===== src/hdl/cffr_regs.vh =====
/*
  Constants of the charger fault flag block: flag bit positions, power-path
  codes and the interrupt pulse timing.
  Assumes a 100 MHz core clock.
*/
`ifndef CFFR_REGS_VH
`define CFFR_REGS_VH

`define CFFR_NFLAGS 12
`define CFFR_F_CV 0
`define CFFR_F_DONE 1
`define CFFR_F_IINLIM 2
`define CFFR_F_DYNAMIC_POWER_PATH_LOOP 3
`define CFFR_F_VINDPM 4
`define CFFR_F_THERM 5
`define CFFR_F_PGOOD 6
`define CFFR_F_OVP 7
`define CFFR_F_OCP 8
`define CFFR_F_UVLO 9
`define CFFR_F_COLD 10
`define CFFR_F_COOL 11

`define CFFR_RAIL_MODE_NORMAL 2'h0
`define CFFR_SRC_INPUT 2'h0
`define CFFR_SRC_BATTERY 2'h1
`define CFFR_SRC_OPEN 2'h2

`define CFFR_TMR_RUN 2'h0
`define CFFR_TMR_PAUSE 2'h1
`define CFFR_TMR_RESET 2'h2

`define CFFR_CLK_MHZ 100
`define CFFR_INT_PULSE_US 128
`define CFFR_INT_PULSE_CYC (`CFFR_INT_PULSE_US * `CFFR_CLK_MHZ)

`endif


===== src/hdl/cffr_int_pulse.v =====
/*
  Interrupt pulse stretcher: a one-cycle request drives the open-drain
  line low for a fixed time.
  Assumes requests come from logic on the same clock.
*/
`timescale 1ns/1ps
`default_nettype none
`include "cffr_regs.vh"

module cffr_int_pulse (
  input wire clk,
  input wire resetn,
  input wire trigger,
  output wire int_out,
  output wire int_oe,
  output wire busy
);

  reg [13:0] cnt_r;

  // The macro is a 32-bit product; only its low 14 bits are loaded.
  localparam [31:0] PULSE_LEN = `CFFR_INT_PULSE_CYC;

  // A request during a running pulse restarts it, so events never vanish.
  always @(posedge clk or negedge resetn) begin
    if (!resetn) begin
      cnt_r <= 14'h0000;
    end else if (trigger) begin
      cnt_r <= PULSE_LEN[13:0];
    end else if (cnt_r != 14'h0000) begin
      cnt_r <= cnt_r - 14'h0001;
    end
  end

  assign int_oe = (cnt_r != 14'h0000);
  assign int_out = 1'b0;
  assign busy = int_oe;

endmodule // cffr_int_pulse

`default_nettype wire


===== src/hdl/cffr_flags.v =====
/*
  Fault and status flag logic of a single-cell charge manager: sticky
  flags, interrupt pulses, charger enable, safety-timer and rail source.
  Assumes status inputs are asynchronous analogue comparator outputs and
  that flag reads and mask bits come from the serial register logic on
  this clock.
*/
// Operation
// - Power-path loop edge flags; charging continues reduced
// - Active loops double timer when stretch enabled
// - Loops keep rail on input unless supplement
// - Input bad stops charge; good needs mode 00
// - Input-good interrupt both edges; first edge suppressed if input good with UVLO at startup
// - Overvoltage: flag, pause, reset timer, battery rail
// - Battery-only overcurrent: flag, disable, disconnect battery
// - Cold: flag, pause charge and timer
// - Each interrupt starts a fixed low pulse; one during a pulse restarts it
// - Masked conditions never pulse, even after unmask
// - Flags stay until read; read clears
`timescale 1ns/1ps
`default_nettype none
`include "cffr_regs.vh"

module cffr_flags (
  input wire clk,
  input wire resetn,
  input wire cv_active,
  input wire charge_done,
  input wire iinlim_active,
  input wire dynamic_power_path_loop_active,
  input wire vindpm_active,
  input wire therm_active,
  input wire input_good,
  input wire input_ovp,
  input wire bat_ocp,
  input wire bat_uvlo,
  input wire ts_cold,
  input wire ts_cool,
  input wire supplement_cond,
  input wire recharge_reached,
  input wire charge_en_cfg,
  input wire timer_stretch_en,
  input wire [1:0] rail_mode,
  input wire [11:0] int_mask,
  input wire [11:0] flag_read,
  output reg [11:0] flags,
  output reg input_good_state,
  output reg charger_enable,
  output reg [1:0] safety_timer_ctrl,
  output reg safety_timer_double,
  output reg [1:0] system_rail_source_select,
  output wire int_out,
  output wire int_oe
);

  wire [11:0] raw_w;
  reg [11:0] sync1_r;
  reg [11:0] sync2_r;
  reg [11:0] prev_r;
  reg [11:0] flags_nxt;
  reg [11:0] fire_nxt;
  reg primed_r;
  reg [1:0] warm_r;
  reg suppress_pg_r;
  reg done_hold_r;
  reg done_hold_nxt;
  reg en_prev_r;
  reg pg_prev_r;
  reg int_req_r;
  wire [11:0] rise_w;
  wire [11:0] fall_w;
  wire any_loop_w;
  wire battery_only_w;

  assign raw_w = {ts_cool, ts_cold, bat_uvlo, bat_ocp, input_ovp,
                  input_good, therm_active, vindpm_active, dynamic_power_path_loop_active,
                  iinlim_active, charge_done, cv_active};

  always @(posedge clk or negedge resetn) begin
    if (!resetn) begin
      sync1_r <= 12'h000;
      sync2_r <= 12'h000;
    end else begin
      sync1_r <= raw_w;
      sync2_r <= sync1_r;
    end
  end

  assign rise_w = sync2_r & ~prev_r;
  assign fall_w = ~sync2_r & prev_r;
  assign any_loop_w = sync2_r[`CFFR_F_IINLIM] | sync2_r[`CFFR_F_DYNAMIC_POWER_PATH_LOOP] |
                      sync2_r[`CFFR_F_VINDPM] | sync2_r[`CFFR_F_THERM];
  assign battery_only_w = ~sync2_r[`CFFR_F_PGOOD];

  // Flag set and interrupt decision; set wins over a same-cycle read.
  always @* begin
    flags_nxt = (flags & ~flag_read) | rise_w;
    if (fall_w[`CFFR_F_PGOOD]) begin
      flags_nxt[`CFFR_F_PGOOD] = 1'b1;
    end
    if (!primed_r) begin
      flags_nxt = flags;
    end
    // Only a fresh trigger, unmasked, with the flag clear sends a pulse.
    fire_nxt = (rise_w | (fall_w & (12'h001 << `CFFR_F_PGOOD)))
               & ~int_mask & ~flags;
    if (suppress_pg_r || !primed_r) begin
      fire_nxt[`CFFR_F_PGOOD] = 1'b0;
    end
    if (!primed_r) begin
      fire_nxt = 12'h000;
    end
  end

  // The first valid synchronised sample only primes the edge history, so
  // conditions present at power-up count as levels, not edges. The
  // synchroniser needs two edges before its output is valid at all.
  always @(posedge clk or negedge resetn) begin
    if (!resetn) begin
      warm_r <= 2'h0;
    end else begin
      warm_r <= {warm_r[0], 1'b1};
    end
  end

  always @(posedge clk or negedge resetn) begin
    if (!resetn) begin
      prev_r <= 12'h000;
      primed_r <= 1'b0;
      flags <= 12'h000;
      int_req_r <= 1'b0;
      suppress_pg_r <= 1'b0;
    end else begin
      prev_r <= sync2_r;
      primed_r <= warm_r[1];
      flags <= flags_nxt;
      int_req_r <= |fire_nxt;
      if (!primed_r) begin
        suppress_pg_r <= sync2_r[`CFFR_F_PGOOD] &
                         sync2_r[`CFFR_F_UVLO];
      end else if (rise_w[`CFFR_F_PGOOD] || fall_w[`CFFR_F_PGOOD]) begin
        suppress_pg_r <= 1'b0;
      end
    end
  end

  // Termination hold: released by input or enable toggle, or recharge.
  always @* begin
    done_hold_nxt = done_hold_r;
    if (rise_w[`CFFR_F_DONE]) begin
      done_hold_nxt = 1'b1;
    end else if ((sync2_r[`CFFR_F_PGOOD] != pg_prev_r) ||
                 (charge_en_cfg != en_prev_r) || recharge_reached) begin
      done_hold_nxt = 1'b0;
    end
  end

  always @(posedge clk or negedge resetn) begin
    if (!resetn) begin
      done_hold_r <= 1'b0;
      en_prev_r <= 1'b0;
      pg_prev_r <= 1'b0;
      input_good_state <= 1'b0;
      charger_enable <= 1'b0;
      safety_timer_ctrl <= `CFFR_TMR_RESET;
      safety_timer_double <= 1'b0;
      system_rail_source_select <= `CFFR_SRC_BATTERY;
    end else begin
      done_hold_r <= done_hold_nxt;
      en_prev_r <= charge_en_cfg;
      pg_prev_r <= sync2_r[`CFFR_F_PGOOD];
      input_good_state <= sync2_r[`CFFR_F_PGOOD];
      // Loop, cool and undervoltage states leave charging enabled.
      charger_enable <= charge_en_cfg & sync2_r[`CFFR_F_PGOOD] &
                        ~sync2_r[`CFFR_F_OVP] & ~sync2_r[`CFFR_F_COLD] &
                        ~done_hold_nxt &
                        ~(sync2_r[`CFFR_F_OCP] & battery_only_w);
      if (!sync2_r[`CFFR_F_PGOOD] || sync2_r[`CFFR_F_OVP] ||
          done_hold_nxt) begin
        safety_timer_ctrl <= `CFFR_TMR_RESET;
      end else if (sync2_r[`CFFR_F_COLD]) begin
        safety_timer_ctrl <= `CFFR_TMR_PAUSE;
      end else begin
        safety_timer_ctrl <= `CFFR_TMR_RUN;
      end
      safety_timer_double <= timer_stretch_en &
                             (any_loop_w | sync2_r[`CFFR_F_COOL]);
      if (sync2_r[`CFFR_F_OCP] && battery_only_w) begin
        system_rail_source_select <= `CFFR_SRC_OPEN;
      end else if (sync2_r[`CFFR_F_OVP]) begin
        system_rail_source_select <= `CFFR_SRC_BATTERY;
      end else if (sync2_r[`CFFR_F_PGOOD] &&
                   rail_mode == `CFFR_RAIL_MODE_NORMAL &&
                   !(any_loop_w && supplement_cond)) begin
        system_rail_source_select <= `CFFR_SRC_INPUT;
      end else begin
        system_rail_source_select <= `CFFR_SRC_BATTERY;
      end
    end
  end

  cffr_int_pulse u_pulse (
    .clk(clk),
    .resetn(resetn),
    .trigger(int_req_r),
    .int_out(int_out),
    .int_oe(int_oe),
    .busy()
  );

endmodule // cffr_flags

`default_nettype wire


===== config.mk =====
export PLATFORM = sky130hd
export DESIGN_NAME = cffr_flags
export DESIGN_NICKNAME = d
export VERILOG_FILES = /design/src/hdl/cffr_int_pulse.v /design/src/hdl/cffr_flags.v
export VERILOG_INCLUDE_DIRS = /design/src /design/src/hdl
export SDC_FILE = /design/constraint.sdc
export NUM_CORES = 1
export LEC_CHECK = 0
export BUFFER_PORTS_ARGS = -buffer_cell sky130_fd_sc_hd__buf_2
export CAP_MARGIN = 25
export CORE_ASPECT_RATIO = 1.1
export CORE_MARGIN = 10
export CORE_UTILIZATION = 57
export DETAILED_ROUTE_END_ITERATION = 7
export GPL_ROUTABILITY_DRIVEN = 0
export MAX_ROUTING_LAYER = met4
export PLACE_DENSITY = 0.84
export SLEW_MARGIN = 20
export SYNTH_ARGS = -nofsm -noshare
export SYNTH_HDL_FRONTEND = slang
export SYNTH_HIERARCHICAL = 1
export SYNTH_SLANG_ARGS = --single-unit

===== constraint.sdc =====
create_clock -name clk -period 3.1 [get_ports clk]
set_input_delay 0.31 -clock clk [delete_from_list [all_inputs] [get_ports clk]]
set_output_delay 0.31 -clock clk [all_outputs]
set_load 0.005 [all_outputs]

==> flow_metrics.env, run 1 <==
export IMPL_p_int_mw=1.81
export IMPL_cts_tree="yes"
export IMPL_synth_simple_area_share_pct=17.4
export IMPL_synth_top_family_by_area="simple AND/OR/NAND/NOR gates"
export IMPL_post_cts_buffers=0
export IMPL_cts_buffer_depth=2
export IMPL_grt_busiest_layer="met2"
export IMPL_endpoint_kind="primary output"
export IMPL_utilization_pct=72.4
export IMPL_p_comb_share_pct=15.4
export IMPL_die_height_um=93.9
export IMPL_grt_use_met1_pct=18.2
export IMPL_start_util_pct=60.0
export IMPL_syn_area_um2=2830
export IMPL_crit_slowest_cell="dfrtp_1"
export IMPL_critPathBufInv=3
export IMPL_synthArstFlopShare_pct=100
export IMPL_wl_per_cell_um=16.4
export IMPL_synth_cells=226
export IMPL_synth_edf_count=0
export IMPL_use_met3_pct=5.30
export IMPL_crit_arrival_ns=2.03
export IMPL_layout_common_cells="dfrtp_1, buf_2, nand2_1"
export IMPL_tns_ns=0
export IMPL_yosysSeqAreaShare_pct=66.4
export IMPL_io_pins=65
export IMPL_period_minus_slack_ns=2.34
export IMPL_worst_path_most_repeated_cell="inv_1"
export IMPL_fin_nets=341
export IMPL_grt_usage_pct=15.6
export IMPL_numClockSinks=75
export IMPL_min_path_type="primary input to flop"
export IMPL_cts_buffers=9
export IMPL_hold_violations=0
export IMPL_port_buffers=63
export IMPL_period_share_pct=75.6
export IMPL_drtIter0Drc=93
export IMPL_vias=1962
export IMPL_dp_cells=339
export IMPL_dieArea_um2=8180
export IMPL_drc_errors=0
export IMPL_synth_xor_area_share_pct=0.929
export IMPL_clock_latency_ns=0.35
export IMPL_rows=26
export IMPL_postCtsHoldBufs=0
export IMPL_die_x_um=87.2
export IMPL_setup_violations=0
export IMPL_grt_overflow=0
export IMPL_grt_pass1_wl_um=9750
export IMPL_finalClockSkew_ns=0.00799
export IMPL_yosysWarnings=6
export IMPL_synth_compound_area_share_pct=8.85
export IMPL_syn_area_per_cell_um2=12.5
export IMPL_grt_max_degree=76
export IMPL_p_seq_share_pct=48.7
export IMPL_ctsResizeCount=0
export IMPL_grt_setup_unrepaired="no"
export IMPL_synthMuxAreaShare_pct=1.06
export IMPL_synth_fp_nets=273
export IMPL_synth_flop_cell="dfrtp_1"
export IMPL_path_cells="inv_1, ha_1, nor4b_2, and4_1, inv_1, buf_2"
export IMPL_regArea_um2=1880
export IMPL_vdd_ir_drop_max_mv=0.441
export IMPL_multiInputGateArea_um2=843
export IMPL_clock_power_share_pct=35.9
export IMPL_antenna_found_initial=0
export IMPL_p_per_area_nw_per_um2=722
export IMPL_clk_pin_slew_ns=0.07
export IMPL_coreArea_um2=4720
export IMPL_yosys_register_bits=75
export IMPL_criticalPathCategory="flop to primary output"
export IMPL_critPathMaxStageDelay_ns=0.39
export IMPL_hold_slack_ns=0.0658
export IMPL_htreeDepth=3
export IMPL_n_fill_cell=340
export IMPL_final_common_cell="dfrtp_1"
export IMPL_routed_wl_um=5810
export IMPL_gr_usage_met2_pct=23.7
export IMPL_worst_slew_pin_slew_ns=0.882
export IMPL_num_antenna_cells=0
export IMPL_path_delay_family="simple AND/OR/NAND/NOR gates"
export IMPL_via_per_inst=5.53
export IMPL_hpwlAfterDp_um=4230
export IMPL_drv_slew=0
export IMPL_critPathMaxFanout=7
export IMPL_drv_cap=0
export IMPL_grt_pass1_vias=1981
export IMPL_maxSlewHeadroom_pct=41.2
export IMPL_p_leak_nw=1.60
export IMPL_syn_to_final_growth_pct=20.7
export IMPL_start_kind="flop"
export IMPL_dr_pass1_iters=4
export IMPL_p_switching_mw=0.658
export IMPL_yosys_area_share_adder_pct=1.33
export IMPL_outcome="completed"
export IMPL_stdcell_count=355
export IMPL_fmax_ghz=0.427
export IMPL_cp_required_ns=2.79
export IMPL_drive_gt1_share_pct=29.8
export IMPL_root_buffer="clkbuf_8"
export IMPL_ys_types=39
export IMPL_swShare_pct=26.7
export IMPL_ant_nets=0
per-layer routing:
| metal | part of all wire (%) | vias to the layer above | routed length (um) |
|---|---|---|---|
| li1 | - | 934 | - |
| met1 | 41 | 955 | 2400 |
| met2 | 49 | 62 | 2830 |
| met3 | 7.9 | 11 | 456 |
| met4 | 2.1 | 0 | 121 |
| met5 | 0 | - | 0 |
final timing paths:
kind                                           startpoint                            to  slack [ns]  depth (start not counted)
hold / removal             dynamic_power_path_loop_active          sync1_r[3]$_DFF_PN0_        0.07                          1
setup reg to reg             u_pulse/cnt_r[0]$_DFFE_PN0P_  u_pulse/cnt_r[6]$_DFFE_PN0P_        1.20                          5
max in group asynchronous                          resetn         sync1_r[10]$_DFF_PN0_        2.37                          2
min in group asynchronous                          resetn          prev_r[11]$_DFF_PN0_        0.17                          2
hold reg to reg                     sync1_r[10]$_DFF_PN0_         sync2_r[10]$_DFF_PN0_        0.34                          0
setup / recovery             u_pulse/cnt_r[0]$_DFFE_PN0P_                        int_oe        0.76                          6
Yosys cell counts (3+ instances only):
| library cell | number | area share, % |
|---|---|---|
| or4_1 | 3 | 0.80 |
| mux2i_1 | 3 | 1.1 |
| nor2_1 | 10 | 1.3 |
| nor4b_1 | 11 | 3.4 |
| or3_1 | 5 | 1.1 |
| buf_4 | 3 | 0.80 |
| a21oi_1 | 8 | 1.4 |
| nor3_1 | 5 | 0.88 |
| a32o_1 | 9 | 3.2 |
| ha_1 | 3 | 1.3 |
| o31ai_1 | 4 | 1.1 |
| nor4_1 | 7 | 1.5 |
| nor2b_1 | 4 | 0.88 |
| nand2_1 | 25 | 3.3 |
| buf_2 | 3 | 0.53 |
| o21ai_0 | 6 | 1.1 |
| dfrtp_1 | 73 | 65 |
| inv_1 | 16 | 2.1 |
kinds of logic after synthesis:
kind of cell               count (synthesis)
and+or+nand+nor                           83
buffers and inverters                     23
muxes                                      3
xor gates and xnor gates                   3
adders and majority gates                  3
DFF                                       75
other                                      2
AOI/OAI and AO/OA                         34
flip-flops by register name (all words and copies together), names as in the netlist:
register,flops
safety_timer_ctrl,2
sync2_r,12
done_hold_r,1
prev_r,12
system_rail_source_select,2
sync1_r,12
safety_timer_double,1
en_prev_r,1
primed_r,1
warm_r,2
charger_enable,1
int_req_r,1
suppress_pg_r,1
flags,12
u_pulse/cnt_r,14
power groups by stage:
stage	sequential, mW	clock [mW]	combinational [mW]
2_1_floorplan	1.19	0	0.270
6_report	1.20	0.886	0.379
5_1_grt	1.22	0.945	0.432
3_5_place_dp	1.22	0	0.384
4_1_cts	1.20	0.901	0.385
3_3_place_gp	1.21	0	0.367
through the flow:
step | setup slack [ns] | power, mW | instance area, um^2
2_1_floorplan | 1.32 | 1.46 | 2830
3_3_place_gp | 1.22 | 1.58 | 3180
3_5_place_dp | 1.14 | 1.60 | 3180
4_1_cts | 0.745 | 2.49 | 3420
5_1_grt | 0.592 | 2.60 | 3420
6_report | 0.756 | 2.47 | 3420
area by class of cell:
class                           instances  share of cell area (%)
Clock buffer                            9                    3.63
Clock inverter                          7                    3.41
Inverter                               16                    1.76
Multi-Input combinational cell        128                    24.7
Sequential cell                        75                    55.0
Tap cell                               56                    2.05
Timing Repair Buffer                   64                    9.45
worst register-to-register path, stage by stage, from the launching register on:
cell and delay [ns]:
dfrtp_1 0.39, inv_1 0.09, ha_1 0.22, or4b_4 0.49
or4_1 0.47, a21oi_1 0.15
No activity file was read; power rests on OpenSTA's default activity.
==> run 2, diff against run 1 <==
--- a/config.mk
+++ b/config.mk
@@ -6,15 +6,16 @@
 export SDC_FILE = /design/constraint.sdc
 export NUM_CORES = 1
 export LEC_CHECK = 0
+export ABC_AREA = 1
 export BUFFER_PORTS_ARGS = -buffer_cell sky130_fd_sc_hd__buf_2
 export CAP_MARGIN = 25
 export CORE_ASPECT_RATIO = 1.1
 export CORE_MARGIN = 10
-export CORE_UTILIZATION = 57
+export CORE_UTILIZATION = 53
 export DETAILED_ROUTE_END_ITERATION = 7
 export GPL_ROUTABILITY_DRIVEN = 0
 export MAX_ROUTING_LAYER = met4
-export PLACE_DENSITY = 0.84
+export PLACE_DENSITY = 0.78
 export SLEW_MARGIN = 20
 export SYNTH_ARGS = -nofsm -noshare
 export SYNTH_HDL_FRONTEND = slang
==> constraint.sdc (replaced) <==
create_clock -name clk -period 2.2 [get_ports clk]
set_input_delay 0.22 -clock clk [delete_from_list [all_inputs] [get_ports clk]]
set_output_delay 0.22 -clock clk [all_outputs]
set_load 0.005 [all_outputs]
==> flow_metrics.env, run 2 <==
export IMPL_yosysTopAreaCell="dfrtp_1"
export IMPL_r2r_slack_ns=0.77
export IMPL_fmax_ghz=0.551
export IMPL_critPathMaxStageDelay_ns=0.38
export IMPL_critPathMaxFanout=16
export IMPL_drv_slew=0
export IMPL_hpwlAfterDp_um=4560
export IMPL_dieArea_um2=8990
export IMPL_synth_edf_count=0
export IMPL_rr_worst_depth=7
export IMPL_drc_errors=0
export IMPL_drtIter0Drc=117
export IMPL_criticalPathCategory="flop to primary output"
export IMPL_routed_wl_um=6250
export IMPL_cts_buffers=9
export IMPL_clock_latency_ns=0.34
export IMPL_grt_pass1_wl_um=10600
export IMPL_synth_fp_nets=343
export IMPL_final_cell_area_um2=3650
export IMPL_worst_slew_pin_slew_ns=0.629
export IMPL_dpl_cell_area_um2=3330
export IMPL_vdd_ir_drop_max_mv=0.591
export IMPL_ant_nets=0
export IMPL_wl_per_cell_um=13.7
export IMPL_grt_usage_pct=15.3
export IMPL_port_buffers=63
export IMPL_min_to="en_prev_r$_DFF_PN0_"
export IMPL_root_buffer="clkbuf_8"
export IMPL_grt_max_degree=52
export IMPL_finalClockSkew_ns=0.00934
export IMPL_maxSlewHeadroom_pct=58.0
export IMPL_stdcell_count=457
export IMPL_dp_slack_ns=0.747
export IMPL_endpoint_kind="primary output"
export IMPL_hold_violations=0
export IMPL_num_antenna_cells=0
export IMPL_dp_cells=429
export IMPL_htreeDepth=3
export IMPL_drv_cap=0
export IMPL_clk_pin_slew_ns=0.08
export IMPL_min_path_type="primary input to flop"
export IMPL_coreArea_um2=5400
export IMPL_grt_pass1_vias=2369
export IMPL_ctsResizeCount=0
export IMPL_critPathBufInv=2
export IMPL_yosysSeqAreaShare_pct=63.3
export IMPL_tns_ns=0
export IMPL_period_share_pct=82.5
export IMPL_yosys_register_bits=75
export IMPL_cts_tree="yes"
export IMPL_grt_setup_unrepaired="no"
export IMPL_yosysWarnings=6
export IMPL_syn_to_final_growth_pct=23.2
export IMPL_period_minus_slack_ns=1.82
export IMPL_path_cells="inv_1, ha_1, nand2_2, nor2_4, nand2_4, buf_2"
export IMPL_fin_nets=425
export IMPL_antenna_found_initial=0
export IMPL_p_per_area_nw_per_um2=929
export IMPL_synthTopCellsByCount="dfrtp_1, nand2_1, nor2_1"
export IMPL_synth_cells=296
export IMPL_start_util_pct=55.0
export IMPL_die_height_um=98.5
export IMPL_crit_arrival_ns=1.60
export IMPL_yosysMostFrequentCell="dfrtp_1"
export IMPL_io_pins=65
export IMPL_rr_endpoint="u_pulse/cnt_r[8]$_DFFE_PN0P_"
export IMPL_synth_flop_cell="dfrtp_1"
export IMPL_cts_buffer_depth=2
export IMPL_grt_use_met1_pct=16.2
export IMPL_cp_required_ns=1.98
export IMPL_dr_pass1_iters=4
export IMPL_r2r_start="u_pulse/cnt_r[0]$_DFFE_PN0P_"
export IMPL_utilization_pct=67.7
export IMPL_synth_top_area_share_pct=61.6
export IMPL_syn_area_per_cell_um2=10.0
export IMPL_setup_violations=0
export IMPL_synth_area_leaders="dfrtp_1, nand2_1, nor2_1, inv_1, nand3_1"
export IMPL_path_delay_family="flip-flops"
export IMPL_grt_busiest_layer="met2"
export IMPL_use_met3_pct=4.63
export IMPL_via_per_inst=4.91
export IMPL_synthArstFlopShare_pct=100
export IMPL_hold_depth=1
export IMPL_start_kind="flop"
export IMPL_grt_overflow=0
export IMPL_setup_slack_ns=0.384
export IMPL_drive_gt1_share_pct=25.1
export IMPL_outcome="completed"
export IMPL_syn_area_um2=2970
export IMPL_layout_common_cells="dfrtp_1, buf_2, nand2_1"
export IMPL_ys_types=26
export IMPL_gr_usage_met2_pct=25.6
export IMPL_p_leak_nw=1.94
export IMPL_crit_slowest_cell="dfrtp_1"
export IMPL_hold_start="charge_en_cfg"
export IMPL_largest_register="u_pulse/cnt_r"
export IMPL_vias=2242
export IMPL_numClockSinks=75
export IMPL_largest_register_ffs=14
export IMPL_final_common_cell="dfrtp_1"
export IMPL_rows=28
export IMPL_die_x_um=91.3
run 2: layout make-up:
class | instances | area, um^2
well taps | 75 | 93.8
fillers | 433 | 1740
multi-input cells | 175 | 866
clock buffers | 9 | 124
flip-flops and latches | 75 | 1880
inverters | 38 | 143
repair buffers | 79 | 483
clock inverters | 6 | 66.3
run 2: how the worst max path moves through the flow:
stage / from / to / slack (ns) / cells past startpoint
floorplan: u_pulse/cnt_r[0]$_DFFE_PN0P_ / int_oe / 0.76 / 7
global route: u_pulse/cnt_r[0]$_DFFE_PN0P_ / int_oe / 0.25 / 6
global placement: u_pulse/cnt_r[0]$_DFFE_PN0P_ / int_oe / 0.76 / 6
finish: u_pulse/cnt_r[0]$_DFFE_PN0P_ / int_oe / 0.38 / 6
detailed placement: u_pulse/cnt_r[0]$_DFFE_PN0P_ / int_oe / 0.75 / 6
CTS: u_pulse/cnt_r[0]$_DFFE_PN0P_ / int_oe / 0.37 / 6
run 2: worst register-to-register path, cell delays in order (launching register included):
cell	delay, ns
dfrtp_1	0.38
inv_1	0.11
ha_1	0.23
nand2_2	0.11
nor2_4	0.14
nand2_4	0.13
nor2_2	0.15
nor2_1	0.07
run 2: logic make-up after synthesis:
group | share of synthesized area, %
buf+inv | 7.47
fa+ha+maj | 1.27
xor+xnor | 0.295
other cells | 0.253
simple gates | 22.1
flops | 63.3
compound gates | 5.31
run 2: metrics by stage:
stage,hold slack [ns],power [mW]
after floorplan,-0.0756,2.17
after global placement,0.284,2.36
after detailed placement,0.289,2.39
after CTS,0.0180,3.42
after global routing,0.00986,3.62
final,0.0415,3.39
run 2: layer usage:
layer,up-vias,part of all wire (%)
li1,1094,-
met2,68,54
met5,-,0
met1,1069,41
met4,0,1.9
met3,11,3.9
run 2: report_power, final:
part	internal (mW)	leakage, nW	switching, mW
Clock	0.521	0.0994	0.492
Combinational	0.288	0.947	0.428
Sequential	1.53	0.897	0.130
Total	2.34	1.94	1.05
run 2: timing repair:
action                    CTS  global route
hold endpoints to repair   60             0
buffers inserted            0             0
hold buffers               13             0
